## src/include/gci_pkg.sv

```systemverilog
// package: constants and carriers for the global cache / tlb invalidate block
`default_nettype none
package gci_pkg;
  // ****************************************************************
  // widths and counts
  // ****************************************************************
  localparam int GCI_MAP_TAG_W   = 16;  // memory map tag width, above 10
  localparam int GCI_LEGACY_TAG_W = 10; // legacy tag incl. extension
  localparam int GCI_PP_W        = 19;  // page pair number, bits 31..13
  localparam int GCI_PP_LSB      = 13;  // address bit 13 = register bit 13
  localparam int GCI_SEL_W       = 4;   // single cache selector width
  localparam int GCI_LINES       = 16;  // lines in local icache model
  localparam int GCI_TLB_N       = 8;   // translation entries
  localparam int GCI_TLB_IDX_W   = 3;   // entry index width
  localparam logic [7:0] GCI_SYNC_STYPE = 8'h14; // ordering barrier subtype
  // support field encodings
  localparam logic [1:0] GCI_SUP_FULL = 2'h3;    // cache and tlb supported
  // tlb invalidate types
  localparam logic [1:0] GCI_T_ALL   = 2'h0;     // whole buffer
  localparam logic [1:0] GCI_T_VA    = 2'h1;     // by address, tag global
  localparam logic [1:0] GCI_T_TAG   = 2'h2;     // by tag
  localparam logic [1:0] GCI_T_VATAG = 2'h3;     // by address and tag
  // ****************************************************************
  // types
  // ****************************************************************
  typedef enum logic {GCI_OP_ICACHE, GCI_OP_TLB} gci_op_e;
  // broadcast message to remote cores
  typedef struct packed {
    gci_op_e                   op;       // operation kind
    logic                      all;      // all caches
    logic [GCI_SEL_W-1:0]      sel;      // single cache selector
    logic [GCI_PP_W-1:0]       page_pair; // page pair number
    logic [GCI_MAP_TAG_W-1:0]  map_tag;  // memory map tag
    logic [1:0]                ttype;    // tlb invalidate type
  } gci_msg_s;
  // issued request from the pipeline
  typedef struct packed {
    gci_op_e                   op;       // operation kind
    logic                      src_zero; // source register field is zero
    logic [31:0]               src_val;  // source register value
    logic [1:0]                ttype;    // tlb type field
  } gci_req_s;
  // one translation entry tag
  typedef struct packed {
    logic                      valid;    // entry valid
    logic                      is_global; // global bit
    logic [GCI_PP_W-1:0]       page_pair; // page pair number
    logic [GCI_PP_W-1:0]       mask;     // page mask on page pair
    logic [GCI_MAP_TAG_W-1:0]  map_tag;  // memory map tag
  } gci_tlbe_s;
endpackage : gci_pkg
`default_nettype wire

```

## src/rtl/gci_tlb_match.sv

```systemverilog
// entry match logic for one translation invalidation
`default_nettype none
module gci_tlb_match
  import gci_pkg::*;
(
  // entry and its index
  input  wire gci_pkg::gci_tlbe_s            entry,
  input  wire logic [GCI_TLB_IDX_W-1:0]      idx,
  input  wire logic [GCI_TLB_IDX_W-1:0]      wired,
  // message to apply
  input  wire gci_pkg::gci_msg_s             msg,
  // result
  output logic                               kill
);
  logic va_m;   // address match under mask
  logic tag_m;  // tag match
  logic wired_e; // entry is wired

  // ****************************************************************
  // compare
  // ****************************************************************
  always_comb begin
    va_m    = ((entry.page_pair & ~entry.mask) ==
               (msg.page_pair & ~entry.mask));
    tag_m   = (entry.map_tag == msg.map_tag);
    wired_e = (idx <= wired);
    unique case (msg.ttype)
      GCI_T_ALL:   kill = !wired_e;
      GCI_T_VA:    kill = va_m;
      GCI_T_TAG:   kill = tag_m && !entry.is_global;
      default:     kill = va_m && (entry.is_global || tag_m);
    endcase
  end
endmodule // gci_tlb_match
`default_nettype wire

```

## src/rtl/gci_top.sv

```systemverilog
// global instruction cache and translation invalidate engine
//
// What this block does
// - zero field: invalidate all remote and local
// - nonzero: invalidate one cache selected by bits
// - completion seen only through barrier 0x14
// - barrier done means prior invalidations visible
// - no send before prior reaches ordering point
// - invalidate is not a hazard barrier
// - locked cache lines stay valid
// - cache op needs support 1x, checked first
// - coprocessor disabled raises unusable, no action
// - single processor: local only, no messages
// - cover all software-coherent icache levels
// - remote stream synced when barrier completes
// - tlb op: address from register, tag from coprocessor
// - address is page pair, bit 13 aligned
// - all and tag types ignore register
// - map tag wider than ten-bit legacy tag
// - type 00 whole, 01 by address global
// - type 10 by tag, 11 address and tag
// - global entries skip tag compare
// - whole-buffer spares wired; others hit wired
// - tlb op needs support 11 and tag enable
`default_nettype none
module gci_top (
  // clock and reset
  input  wire logic                          mclk,
  input  wire logic                          sys_rst,
  // request from the pipeline
  input  wire logic                          req_valid,
  input  wire gci_pkg::gci_req_s             req,
  output logic                               req_ready,
  // configuration bits
  input  wire logic [1:0]                    global_invalidate_support_field,
  input  wire logic                          map_tag_enable_bit,
  input  wire logic                          cop0_enabled,
  input  wire logic                          single_processor,
  input  wire logic [gci_pkg::GCI_MAP_TAG_W-1:0] memory_map_tag,
  input  wire logic [gci_pkg::GCI_TLB_IDX_W-1:0] wired_limit,
  input  wire logic [gci_pkg::GCI_SEL_W-1:0] local_core_id,
  // exceptions
  output logic                               exc_reserved,
  output logic                               exc_cop_unusable,
  // ordering barrier
  input  wire logic                          sync_valid,
  input  wire logic [7:0]                    sync_stype,
  output logic                               sync_done,
  // icache line control from the cache
  input  wire logic [gci_pkg::GCI_LINES-1:0] line_lock,
  output logic [gci_pkg::GCI_LINES-1:0]      line_valid,
  input  wire logic [gci_pkg::GCI_LINES-1:0] line_fill,
  // translation buffer view
  input  wire gci_pkg::gci_tlbe_s [gci_pkg::GCI_TLB_N-1:0] tlb_load,
  input  wire logic [gci_pkg::GCI_TLB_N-1:0] tlb_load_en,
  output logic [gci_pkg::GCI_TLB_N-1:0]      tlb_valid,
  // interconnect
  output logic                               msg_valid,
  output gci_pkg::gci_msg_s                  msg,
  input  wire logic                          msg_ready,
  input  wire logic                          ord_point,
  input  wire logic                          remote_ack
);
  import gci_pkg::*;

  // ****************************************************************
  // state
  // ****************************************************************
  typedef enum {GCI_IDLE, GCI_LOCAL, GCI_WAIT_ORD, GCI_SEND} gci_state_e;
  gci_state_e                 st_r;        // engine state
  gci_msg_s                   cur_r;       // message being handled
  logic                       remote_r;    // remote send needed
  logic                       local_r;     // local work needed
  logic                       ord_pend_r;  // prior send not yet ordered
  logic [7:0]                 ack_pend_r;  // remote acks outstanding
  logic                       sync_wait_r; // barrier waiting
  gci_tlbe_s [GCI_TLB_N-1:0]  tlb_r;       // translation tags
  logic [GCI_TLB_N-1:0]       kill;        // per-entry match
  logic                       is_ic;       // request is cache op
  logic                       ok_ic;       // cache op supported
  logic                       ok_tlb;      // tlb op supported
  logic                       sup_full;    // support field is 11
  logic                       ack_sync [3]; // remote ack synchroniser
  logic                       ack_ev;      // one ack
  logic                       ack_lvl_r;   // settled ack level

  // remote acks come from another domain: three flops; a level counts
  // once the second and third agree, each settled rise is one ack
  always_ff @(posedge mclk) begin
    if (sys_rst) begin
      ack_sync[0] <= 1'b0;
      ack_sync[1] <= 1'b0;
      ack_sync[2] <= 1'b0;
      ack_lvl_r   <= 1'b0;
    end else begin
      ack_sync[0] <= remote_ack;
      ack_sync[1] <= ack_sync[0];
      ack_sync[2] <= ack_sync[1];
      if (ack_sync[1] == ack_sync[2])
        ack_lvl_r <= ack_sync[2];
    end
  end
  assign ack_ev = ack_sync[1] && ack_sync[2] && !ack_lvl_r; // settled rise

  // ****************************************************************
  // decode and checks
  // ****************************************************************
  always_comb begin
    is_ic    = (req.op == GCI_OP_ICACHE);
    ok_ic    = global_invalidate_support_field[1];
    sup_full = (global_invalidate_support_field == GCI_SUP_FULL);
    ok_tlb   = sup_full && map_tag_enable_bit;
  end

  // selector in the low source bits names this core
  function automatic logic names_self(input logic [31:0]          v,
                                      input logic [GCI_SEL_W-1:0] id);
    return (v[GCI_SEL_W-1:0] == id);
  endfunction

  // exceptions: support check before coprocessor check
  always_ff @(posedge mclk) begin
    if (sys_rst) begin
      exc_reserved     <= 1'b0;
      exc_cop_unusable <= 1'b0;
    end else begin
      exc_reserved     <= 1'b0;
      exc_cop_unusable <= 1'b0;
      if (req_valid && req_ready) begin
        // support, then coprocessor access, then tag enable
        if (is_ic ? !ok_ic : !sup_full)
          exc_reserved <= 1'b1;
        else if (!cop0_enabled)
          exc_cop_unusable <= 1'b1;
        else if (!is_ic && !map_tag_enable_bit)
          exc_reserved <= 1'b1;
      end
    end
  end

  // ****************************************************************
  // engine
  // ****************************************************************
  always_ff @(posedge mclk) begin
    if (sys_rst) begin
      st_r      <= GCI_IDLE;
      cur_r     <= '0;
      remote_r  <= 1'b0;
      local_r   <= 1'b0;
      req_ready <= 1'b0;
    end else begin
      case (st_r)
        GCI_IDLE: begin
          // ready registered beside the state; no hazard stall for op
          req_ready <= 1'b1;
          if (req_valid && req_ready && cop0_enabled &&
              (is_ic ? ok_ic : ok_tlb)) begin
            cur_r.op      <= req.op;
            cur_r.all     <= req.src_zero;
            cur_r.sel     <= req.src_val[GCI_SEL_W-1:0];
            // page pair ignored for all and tag types
            cur_r.page_pair <= (req.ttype[0]) ?
                               req.src_val[31:GCI_PP_LSB] : '0;
            cur_r.map_tag <= memory_map_tag;
            cur_r.ttype   <= req.ttype;
            // local work: tlb always, cache when all or selected self
            local_r  <= !is_ic || req.src_zero ||
                        names_self(req.src_val, local_core_id);
            remote_r <= !single_processor && (!is_ic || req.src_zero ||
                        !names_self(req.src_val, local_core_id));
            req_ready <= 1'b0;
            st_r     <= GCI_LOCAL;
          end
        end
        GCI_LOCAL: begin
          // local invalidate applied this cycle
          st_r      <= remote_r ? GCI_WAIT_ORD : GCI_IDLE;
          req_ready <= !remote_r;
        end
        GCI_WAIT_ORD: begin
          if (!ord_pend_r)
            st_r <= GCI_SEND;
        end
        GCI_SEND: begin
          if (msg_ready) begin
            st_r      <= GCI_IDLE;
            req_ready <= 1'b1;
          end
        end
        default: begin
          st_r      <= GCI_IDLE;
          req_ready <= 1'b0;
        end
      endcase
    end
  end

  // broadcast port
  always_ff @(posedge mclk) begin
    if (sys_rst) begin
      msg_valid <= 1'b0;
      msg       <= '0;
    end else begin
      msg_valid <= (st_r == GCI_WAIT_ORD && !ord_pend_r) ||
                   (st_r == GCI_SEND && !msg_ready);
      msg       <= cur_r;
    end
  end

  // ordering point tracking: set on send wins over clear
  always_ff @(posedge mclk) begin
    if (sys_rst)
      ord_pend_r <= 1'b0;
    else if (msg_valid && msg_ready)
      ord_pend_r <= 1'b1;
    else if (ord_point)
      ord_pend_r <= 1'b0;
  end

  // remote acknowledgements outstanding
  always_ff @(posedge mclk) begin
    if (sys_rst)
      ack_pend_r <= 8'h00;
    else
      ack_pend_r <= ack_pend_r + {7'h00, msg_valid && msg_ready}
                    - {7'h00, ack_ev && (ack_pend_r != 8'h00)};
  end

  // ****************************************************************
  // local icache valid bits: whole level cleared, locked kept
  // ****************************************************************
  always_ff @(posedge mclk) begin
    if (sys_rst)
      line_valid <= '0;
    else if (st_r == GCI_LOCAL && local_r && cur_r.op == GCI_OP_ICACHE)
      // a fill landing in the same cycle wins over the clear
      line_valid <= (line_valid & line_lock) | line_fill;
    else
      line_valid <= line_valid | line_fill;
  end

  // ****************************************************************
  // local translation buffer
  // ****************************************************************
  for (genvar i = 0; i < GCI_TLB_N; i++) begin : g_tlb
    gci_tlb_match u_match (
      .entry (tlb_r[i]),
      .idx   (GCI_TLB_IDX_W'(i)),
      .wired (wired_limit),
      .msg   (cur_r),
      .kill  (kill[i])
    );
    always_ff @(posedge mclk) begin
      if (sys_rst)
        tlb_r[i] <= '0;
      else if (tlb_load_en[i])
        tlb_r[i] <= tlb_load[i];
      else if (st_r == GCI_LOCAL && cur_r.op == GCI_OP_TLB && kill[i])
        tlb_r[i].valid <= 1'b0;
    end
    always_ff @(posedge mclk) begin
      if (sys_rst)
        tlb_valid[i] <= 1'b0;
      else
        tlb_valid[i] <= tlb_r[i].valid;
    end
  end

  // ****************************************************************
  // ordering barrier: done only when all local and remote work ended
  // ****************************************************************
  always_ff @(posedge mclk) begin
    if (sys_rst) begin
      sync_wait_r <= 1'b0;
      sync_done   <= 1'b0;
    end else begin
      sync_done <= 1'b0;
      if (sync_valid && sync_stype == GCI_SYNC_STYPE)
        sync_wait_r <= 1'b1;
      else if (sync_wait_r && st_r == GCI_IDLE && !req_valid &&
               !ord_pend_r && ack_pend_r == 8'h00) begin
        sync_wait_r <= 1'b0;
        sync_done   <= 1'b1;
      end
    end
  end

  // ****************************************************************
  // checks
  // ****************************************************************
  a_ri_priority: assert property (@(posedge mclk) disable iff (sys_rst)
    (req_valid && req_ready && is_ic && !ok_ic) |=>
      exc_reserved && !exc_cop_unusable)
    else $error("reserved check lost priority");
  a_cu_noaction: assert property (@(posedge mclk) disable iff (sys_rst)
    (req_valid && req_ready && !cop0_enabled) |=> st_r == GCI_IDLE)
    else $error("invalidate started without coprocessor access");
  a_tlb_ri: assert property (@(posedge mclk) disable iff (sys_rst)
    (req_valid && req_ready && !is_ic && cop0_enabled &&
     !map_tag_enable_bit) |=> exc_reserved)
    else $error("tlb op without tag enable not refused");
  a_single_nomsg: assert property (@(posedge mclk) disable iff (sys_rst)
    (st_r == GCI_LOCAL && single_processor) |=> st_r == GCI_IDLE)
    else $error("single processor went remote");
  a_order_send: assert property (@(posedge mclk) disable iff (sys_rst)
    (st_r == GCI_WAIT_ORD && ord_pend_r) |=> !msg_valid)
    else $error("sent before ordering point");
  a_sync_pend: assert property (@(posedge mclk) disable iff (sys_rst)
    sync_done |-> $past(ack_pend_r) == 8'h00 && !$past(ord_pend_r))
    else $error("barrier done with work outstanding");
  a_lock_kept: assert property (@(posedge mclk) disable iff (sys_rst)
    (st_r == GCI_LOCAL && local_r && cur_r.op == GCI_OP_ICACHE) |=>
      line_valid == (($past(line_valid) & $past(line_lock))
                     | $past(line_fill)))
    else $error("icache invalidate wrong");
  a_msg_fields: assert property (@(posedge mclk) disable iff (sys_rst)
    msg_valid |-> st_r == GCI_SEND && msg == cur_r)
    else $error("message fields wrong");
endmodule // gci_top
`default_nettype wire

```

## config.mk

```make
export PLATFORM = sky130hd
export DESIGN_NAME = gci_top
export DESIGN_NICKNAME = d
export VERILOG_FILES = /design/src/include/gci_pkg.sv /design/src/rtl/gci_tlb_match.sv /design/src/rtl/gci_top.sv
export SDC_FILE = /design/constraint.sdc
export NUM_CORES = 1
export LEC_CHECK = 0
export ABC_AREA = 0
export BUFFER_PORTS_ARGS = -buffer_cell sky130_fd_sc_hd__clkbuf_2
export CELL_PAD_IN_SITES_DETAIL_PLACEMENT = 0
export CELL_PAD_IN_SITES_GLOBAL_PLACEMENT = 2
export CORE_UTILIZATION = 35
export DETAILED_ROUTE_END_ITERATION = 8
export PLACE_DENSITY = 0.89
export SKIP_LAST_GASP = 1
export SLEW_MARGIN = 10
export SYNTH_ARGS = -nofsm -noshare
export SYNTH_HDL_FRONTEND = slang
export SYNTH_SLANG_ARGS = --single-unit
```

## constraint.sdc

```tcl
create_clock -name mclk -period 4.7 [get_ports mclk]
set_input_delay 0.47 -clock mclk [delete_from_list [all_inputs] [get_ports mclk]]
set_output_delay 0.47 -clock mclk [all_outputs]
set_load 0.01 [all_outputs]
```

==> impl_metrics.py, run 1 <==
metrics = {
    "outcome": {
        "outcome": "completed",
    },
    "clock_tree": {
        "clock_latency_ns": 0.61,
        "cts_sinks": 581,
        "cts_setup_buffers": 0,
        "cts_tree": "done",
        "clkSlewWorstSetupHoldPaths_ns": 0.06,
        "clock_path_buffers": 3,
        "cts_buffers": 66,
        "cts.repair.resized": 0,
        "hold_buffers": 0,
        "cts_root_buffer": "clkbuf_16",
        "h-tree-depth": 3,
    },
    "synth": {
        "synth_cell_types": 55,
        "yosysTopAreaCell": "dfxtp_1",
        "synthDominantCellAreaShare_pct": 48.3,
        "synthTopCellsByArea": "dfxtp_1, mux2i_1, xnor2_1",
        "synth_nets": 2998,
        "synth_ff_type": "dfxtp_1",
        "ys_ff_latch": 581,
        "async_reset_ff_share_pct": 0,
        "syn_area_per_cell_um2": 9.96,
        "ys_seq_area_share_pct": 48.3,
        "yosysWarnings": 0,
        "netlist_instances": 2418,
        "syn-cell-area_um2": 24100,
        "synth_edf_count": 0,
    },
    "timing": {
        "post-route-min-period_ns": 2.77,
        "slew_headroom_pct": 20.0,
        "fmax_ghz": 0.361,
        "hold_ws_ns": 0.0824,
        "worst_pin_slew_ns": 1.20,
        "report.final.slew_viol_count": 0,
        "setup_ws_ns": 1.93,
        "finalCritPeriodShare_pct": 58.9,
        "rsz0062_at_grt": "false",
        "setup_viol": 0,
        "finalSetupTns_ns": 0,
        "hold_violations": 0,
        "skew_ns": 0.0248,
    },
    "grt": {
        "antenna_found_initial": 28,
        "grt_max_degree": 177,
        "grt_pass1_vias": 19300,
        "grt_first_pass_wirelength_um": 121000,
        "overflow": 0,
        "grtUsageTotal_pct": 23.3,
    },
    "cells_and_area": {
        "syn_to_final_growth_pct": 24.5,
        "instances_no_fill": 3912,
        "drive_gt1_share_pct": 25.3,
        "final_core_util_pct": 44.3,
        "fin_nets": 3558,
    },
    "pwr": {
        "p_leak_nw": 13.7,
        "ir_worst_vdd_mv": 0.283,
        "powerDensity_nw_per_um2": 400,
    },
    "die": {
        "fp.dieArea_um2": 69800,
        "io_pins": 639,
        "die-width_um": 264,
        "start_util_pct": 35.6,
        "core_region_area_um2": 67600,
        "fp.dieH_um": 264,
        "rows": 95,
    },
    "drt": {
        "post-route-drc-count": 0,
        "wirelength_um": 83700,
        "via_count": 19300,
        "vias_per_cell": 4.92,
        "ant_nets": 0,
        "post_drt_wl_per_cell_um": 21.4,
        "first_pass_iters": 5,
        "dr.first_iter.drc_count": 1151,
    },
    "placed_design": {
        "place_inst": 3783,
        "place_congestion": 0.845,
        "pre_cts_ws_ns": 2.00,
        "hpwlAfterDp_um": 62100,
        "port_buffers": 629,
    },
    "critical_path": {
        "crit_path_end_kind": "register",
        "arrival_ns": 3.20,
        "critPathRequiredTime_ns": 5.13,
        "start_kind": "register",
        "worst-path-max-fanout": 9,
        "reg2reg_setup_slack_ns": 1.93,
        "worst-setup-path-type": "register to register",
    },
    "worst_hold_path": {
        "min_path_type": "primary input to register",
    },
    "run": {
        "cap_viol_max_count": 0,
    },
}
==> placed cells by master (no fill, tap or decap), types with 30 or more instances in the layout <==
master and n:
dfxtp_1 581, buf_4 31, nand2_1 36, xnor2_1 237
nor4_1 34, o22ai_1 73, nor2_1 482, a21oi_1 46
clkbuf_16 67, inv_1 30, nor2b_1 56, clkbuf_2 620
mux2i_1 442, xor2_1 52
==> worst max-delay path: stages, from the launching register on <==
cell and delay (ns):
dfxtp_1 1.11, xnor2_1 0.21, o22ai_1 0.13, nor4_1 0.39, o2111ai_1 0.39, o22ai_1 0.27
a211oi_1 0.09
==> metal layers <==
layer	track usage (%)	wire length, µm	vias up	share of wire (%)
li1	-	-	9303	-
met1	28.1	34100	9140	41
met2	39.7	41000	626	49
met3	5.91	5730	160	6.8
met4	8.74	2700	28	3.2
met5	0	188	-	0.22
==> path summary, 6_finish.rpt <==
| check | from | endpoint | cells after the start |
|---|---|---|---|
| max reg2reg | cur_r[32]$_SDFFE_PP0P_ | tlb_r[111]$_SDFFE_PP0P_ | 6 |
| min | global_invalidate_support_field[1] | exc_reserved$_SDFF_PP0_ | 2 |
| max | cur_r[32]$_SDFFE_PP0P_ | tlb_r[111]$_SDFFE_PP0P_ | 6 |
| min reg2reg | ack_sync[0][0]$_SDFF_PP0_ | ack_sync[0][1]$_SDFF_PP0_ | 1 |
==> registers in the layout, summed over array words and instances, names as in the netlist <==
signal	flops
cur_r	43
ord_pend_r	1
req_ready	1
ack_sync	3
exc_cop_unusable	1
sync_wait_r	1
ack_pend_r	8
msg_valid	1
ack_lvl_r	1
st_r	2
tlb_r	448
exc_reserved	1
remote_r	1
msg	43
sync_done	1
line_valid	16
tlb_valid	8
local_r	1
==> cell type report <==
type / instances / area [µm²]
Multi-Input combinational cell: 1642 / 11500
Clock inverter: 20 / 300
Inverter: 31 / 116
Fill cell: 6562 / 37700
Timing Repair Buffer: 656 / 3390
Antenna cell: 12 / 30.0
Sequential cell: 581 / 11600
Clock buffer: 97 / 1930
Tap cell: 873 / 1090
==> cell usage after synthesis (all sizes together), types with 35 or more instances <==
cell and number:
nor2b 56, xor2 52, xnor2 237, nand2 36, nor4 35, nor2 483
a21oi 47, o22ai 73, clkbuf 77, mux2i 442, dfxtp 581, buf 87
==> stage by stage <==
| stage | power, W | instance area [µm²] |
|---|---|---|
| 2_1_floorplan | 0.00632 | 24100 |
| 3_3_place_gp | 0.00679 | 27700 |
| 3_5_place_dp | 0.00683 | 27700 |
| 4_1_cts | 0.0121 | 29900 |
| 5_1_grt | 0.0125 | 30000 |
| 6_report | 0.0120 | 30000 |
==> power by group <==
part	internal, W	switching [W]	leakage, nW
Clock	0.00310	0.00215	1.08
Combinational	0.000677	0.000653	7.81
Sequential	0.00520	0.000196	4.78
==> cell families (layout without fill, tap and decap cells) <==
| family | count (synthesis) | after routing | synth area share (%) |
|---|---|---|---|
| buffers and inverters | 195 | 804 | 4.01 |
| AND/OR/NAND/NOR | 696 | 696 | 12.7 |
| other | 0 | 12 | 0 |
| AO/OA/AOI/OAI | 202 | 202 | 5.38 |
| XOR/XNOR | 289 | 289 | 10.5 |
| adder cells (fa/ha/maj) | 13 | 13 | 0.707 |
| flip-flops | 581 | 581 | 48.3 |
| multiplexers | 442 | 442 | 18.4 |
No activity file was read; power rests on OpenSTA's default activity.
==> run 2: changes to the inputs <==
--- a/config.mk
+++ b/config.mk
@@ -9,9 +9,9 @@
 export BUFFER_PORTS_ARGS = -buffer_cell sky130_fd_sc_hd__clkbuf_2
 export CELL_PAD_IN_SITES_DETAIL_PLACEMENT = 0
 export CELL_PAD_IN_SITES_GLOBAL_PLACEMENT = 2
-export CORE_UTILIZATION = 35
+export CORE_UTILIZATION = 32
 export DETAILED_ROUTE_END_ITERATION = 8
-export PLACE_DENSITY = 0.89
+export PLACE_DENSITY = 0.82
 export SKIP_LAST_GASP = 1
 export SLEW_MARGIN = 10
 export SYNTH_ARGS = -nofsm -noshare
==> constraint.sdc (replaced) <==
create_clock -name mclk -period 2.7 [get_ports mclk]
set_input_delay 0.27 -clock mclk [delete_from_list [all_inputs] [get_ports mclk]]
set_output_delay 0.27 -clock mclk [all_outputs]
set_load 0.01 [all_outputs]
==> run 2 against run 1 <==
Final cell count is 18% higher. Worst setup slack worse by 1.8 ns. Critical path depth is 8 higher. Die area is 9.3% higher. Total power is 84% higher. Hold slack worse by 0.037 ns. Sequential share of layout area is 6.7 points lower. First-iteration DRC count is 3.1% lower. Combinational power is 140% higher. Via count is 13% higher. Non-clock buffer count is 593 higher. Routed wire length is 9.6% higher. Largest cell class unchanged. Highest routed layer unchanged.
==> impl_metrics.py, run 2 (synthesis gave the netlist of run 1 again) <==
metrics = {
    "drt": {
        "post_drt_wl_per_cell_um": 19.9,
        "post-route-drc-count": 0,
        "via_count": 21800,
        "wirelength_um": 91800,
        "dr.first_iter.drc_count": 1115,
        "vias_per_cell": 4.73,
        "first_pass_iters": 5,
        "ant_nets": 0,
    },
    "timing": {
        "fmax_ghz": 0.385,
        "hold_violations": 0,
        "setup_viol": 0,
        "hold_ws_ns": 0.0455,
        "slew_headroom_pct": 33.0,
        "post-route-min-period_ns": 2.60,
        "setup_ws_ns": 0.101,
        "report.final.slew_viol_count": 0,
        "finalCritPeriodShare_pct": 96.2,
        "worst_pin_slew_ns": 1.01,
        "skew_ns": 0.0248,
        "finalSetupTns_ns": 0,
    },
    "cells_and_area": {
        "layout_common_cells": "clkbuf_2, dfxtp_1, dlygate4sd3_1, nor2_1, mux2i_1",
        "largest_reg_flops": 448,
        "regMostFlops": "tlb_r",
        "mostFrequentLayoutCell": "clkbuf_2",
        "fillers": 6868,
        "fin_nets": 4153,
        "syn_to_final_growth_pct": 50.6,
        "final_core_util_pct": 48.7,
        "drive_gt1_share_pct": 23.7,
        "instances_no_fill": 4615,
        "reg_top3": "tlb_r x448, cur_r x43, msg x43",
    },
    "grt": {
        "grtUsageTotal_pct": 23.4,
        "grt_pass1_vias": 22800,
        "antenna_found_initial": 23,
        "overflow": 0,
        "grt_max_degree": 138,
        "grt_first_pass_wirelength_um": 136000,
    },
    "critical_path": {
        "start_kind": "register",
        "critPathRequiredTime_ns": 3.23,
        "r2r_cells": 14,
        "reg2reg_setup_slack_ns": 0.10,
        "crit_path_end_kind": "register",
        "worst-path-max-fanout": 2,
        "cp-endpoint": "ack_pend_r[7]$_SDFF_PP0_",
        "timing.rr.end": "ack_pend_r[7]$_SDFF_PP0_",
        "arrival_ns": 3.13,
        "startpoint": "ack_pend_r[3]$_SDFF_PP0_",
        "worst-setup-path-type": "register to register",
        "r2r_start": "ack_pend_r[3]$_SDFF_PP0_",
    },
    "placed_design": {
        "port_buffers": 629,
        "place_inst": 3933,
        "pre_cts_ws_ns": 0.00914,
        "place_congestion": 0.863,
        "hpwlAfterDp_um": 66400,
    },
    "die": {
        "start_util_pct": 32.3,
        "io_pins": 639,
        "die-width_um": 276,
        "core_region_area_um2": 74400,
        "rows": 100,
        "fp.dieH_um": 276,
        "fp.dieArea_um2": 76300,
    },
    "pwr": {
        "powerDensity_nw_per_um2": 609,
        "p_leak_nw": 16.3,
        "ir_worst_vdd_mv": 0.407,
    },
    "clock_tree": {
        "clkSlewWorstSetupHoldPaths_ns": 0.06,
        "clock_latency_ns": 0.61,
        "cts_tree": "done",
        "cts_buffers": 68,
        "clock_path_buffers": 3,
        "h-tree-depth": 3,
        "cts_root_buffer": "clkbuf_16",
        "cts_sinks": 581,
    },
    "worst_hold_path": {
        "min_from": "line_lock[12]",
        "min_path_type": "primary input to register",
    },
    "run": {
        "cap_viol_max_count": 0,
    },
    "outcome": {
        "outcome": "completed",
    },
}
run 2: changes by cell type in the layout (fill, tap and decap cells not counted), moves of 5 or more:
cell,before,now
inv_2,1,7
ha_1,12,6
dfxtp_2,0,5
clkinv_2,7,13
dfxtp_1,581,576
buf_12,1,19
diode_2,12,19
inv_1,30,24
dlygate4sd3_1,0,530
buf_4,31,77
run 2: worst min path at each step:
stage	endpoint	slack [ns]	cells past startpoint
global route	cur_r[42]$_SDFFE_PP0P_	0.04	2
detailed placement	ack_sync[0][1]$_SDFF_PP0_	0.44	1
floorplan	exc_reserved$_SDFF_PP0_	0.37	1
global placement	ack_sync[0][1]$_SDFF_PP0_	0.44	1
CTS	cur_r[42]$_SDFFE_PP0P_	0.0008	2
finish	line_valid[12]$_SDFF_PP0_	0.05	3
run 2: area by class of cell:
class | count | area (µm²) | share of cell area (%)
Multi-Input combinational cell | 1642 | 11500 | 31.9
Clock inverter | 27 | 337 | 0.928
Sequential cell | 581 | 11600 | 32.1
Tap cell | 969 | 1210 | 3.34
Antenna cell | 19 | 47.5 | 0.131
Inverter | 31 | 116 | 0.321
Clock buffer | 97 | 1960 | 5.41
Timing Repair Buffer | 1249 | 9390 | 25.9
run 2: per-layer routing:
metal	track usage [%]	vias to the layer above	wire [µm]
met5	0	-	52
met4	11.1	8	3960
met3	4.46	218	4550
met2	40.0	686	44500
met1	28.1	10400	38700
li1	-	10500	-
run 2: what timing repair did:
item / 4_1_cts / 5_1_grt
hold endpoints to repair: 511 / 0
hold buffers: 530 / 0
buffers inserted: 0 / 9
endpoints found under the setup margin: 0 / 2
gates resized for setup: 0 / 23
run 2: critical path, stage by stage, from the launching register on:
cell,delay (ns)
dfxtp_2,0.32
inv_2,0.06
ha_2,0.16
nand4b_1,0.11
nor2_2,0.16
nor3b_2,0.06
ha_2,0.31
inv_1,0.04
ha_2,0.17
a21o_1,0.16
a21oi_2,0.16
o21bai_1,0.12
a2111o_1,0.40
a21o_1,0.19
a21oi_1,0.10
run 2: per-stage QoR:
| step | area, µm² | total power (W) |
|---|---|---|
| 2_1_floorplan | 24100 | 0.0110 |
| 3_3_place_gp | 28500 | 0.0119 |
| 3_5_place_dp | 28500 | 0.0120 |
| 4_1_cts | 36100 | 0.0222 |
| 5_1_grt | 36200 | 0.0230 |
| 6_report | 36200 | 0.0221 |
run 2: report_power, final:
part	total, W	internal, W	leakage [nW]	switching (W)
combinational	0.00322	0.00181	10.4	0.00141
sequential	0.00937	0.00905	4.78	0.000320
clock	0.00947	0.00560	1.13	0.00387
total	0.0221	0.0165	16.3	0.00561
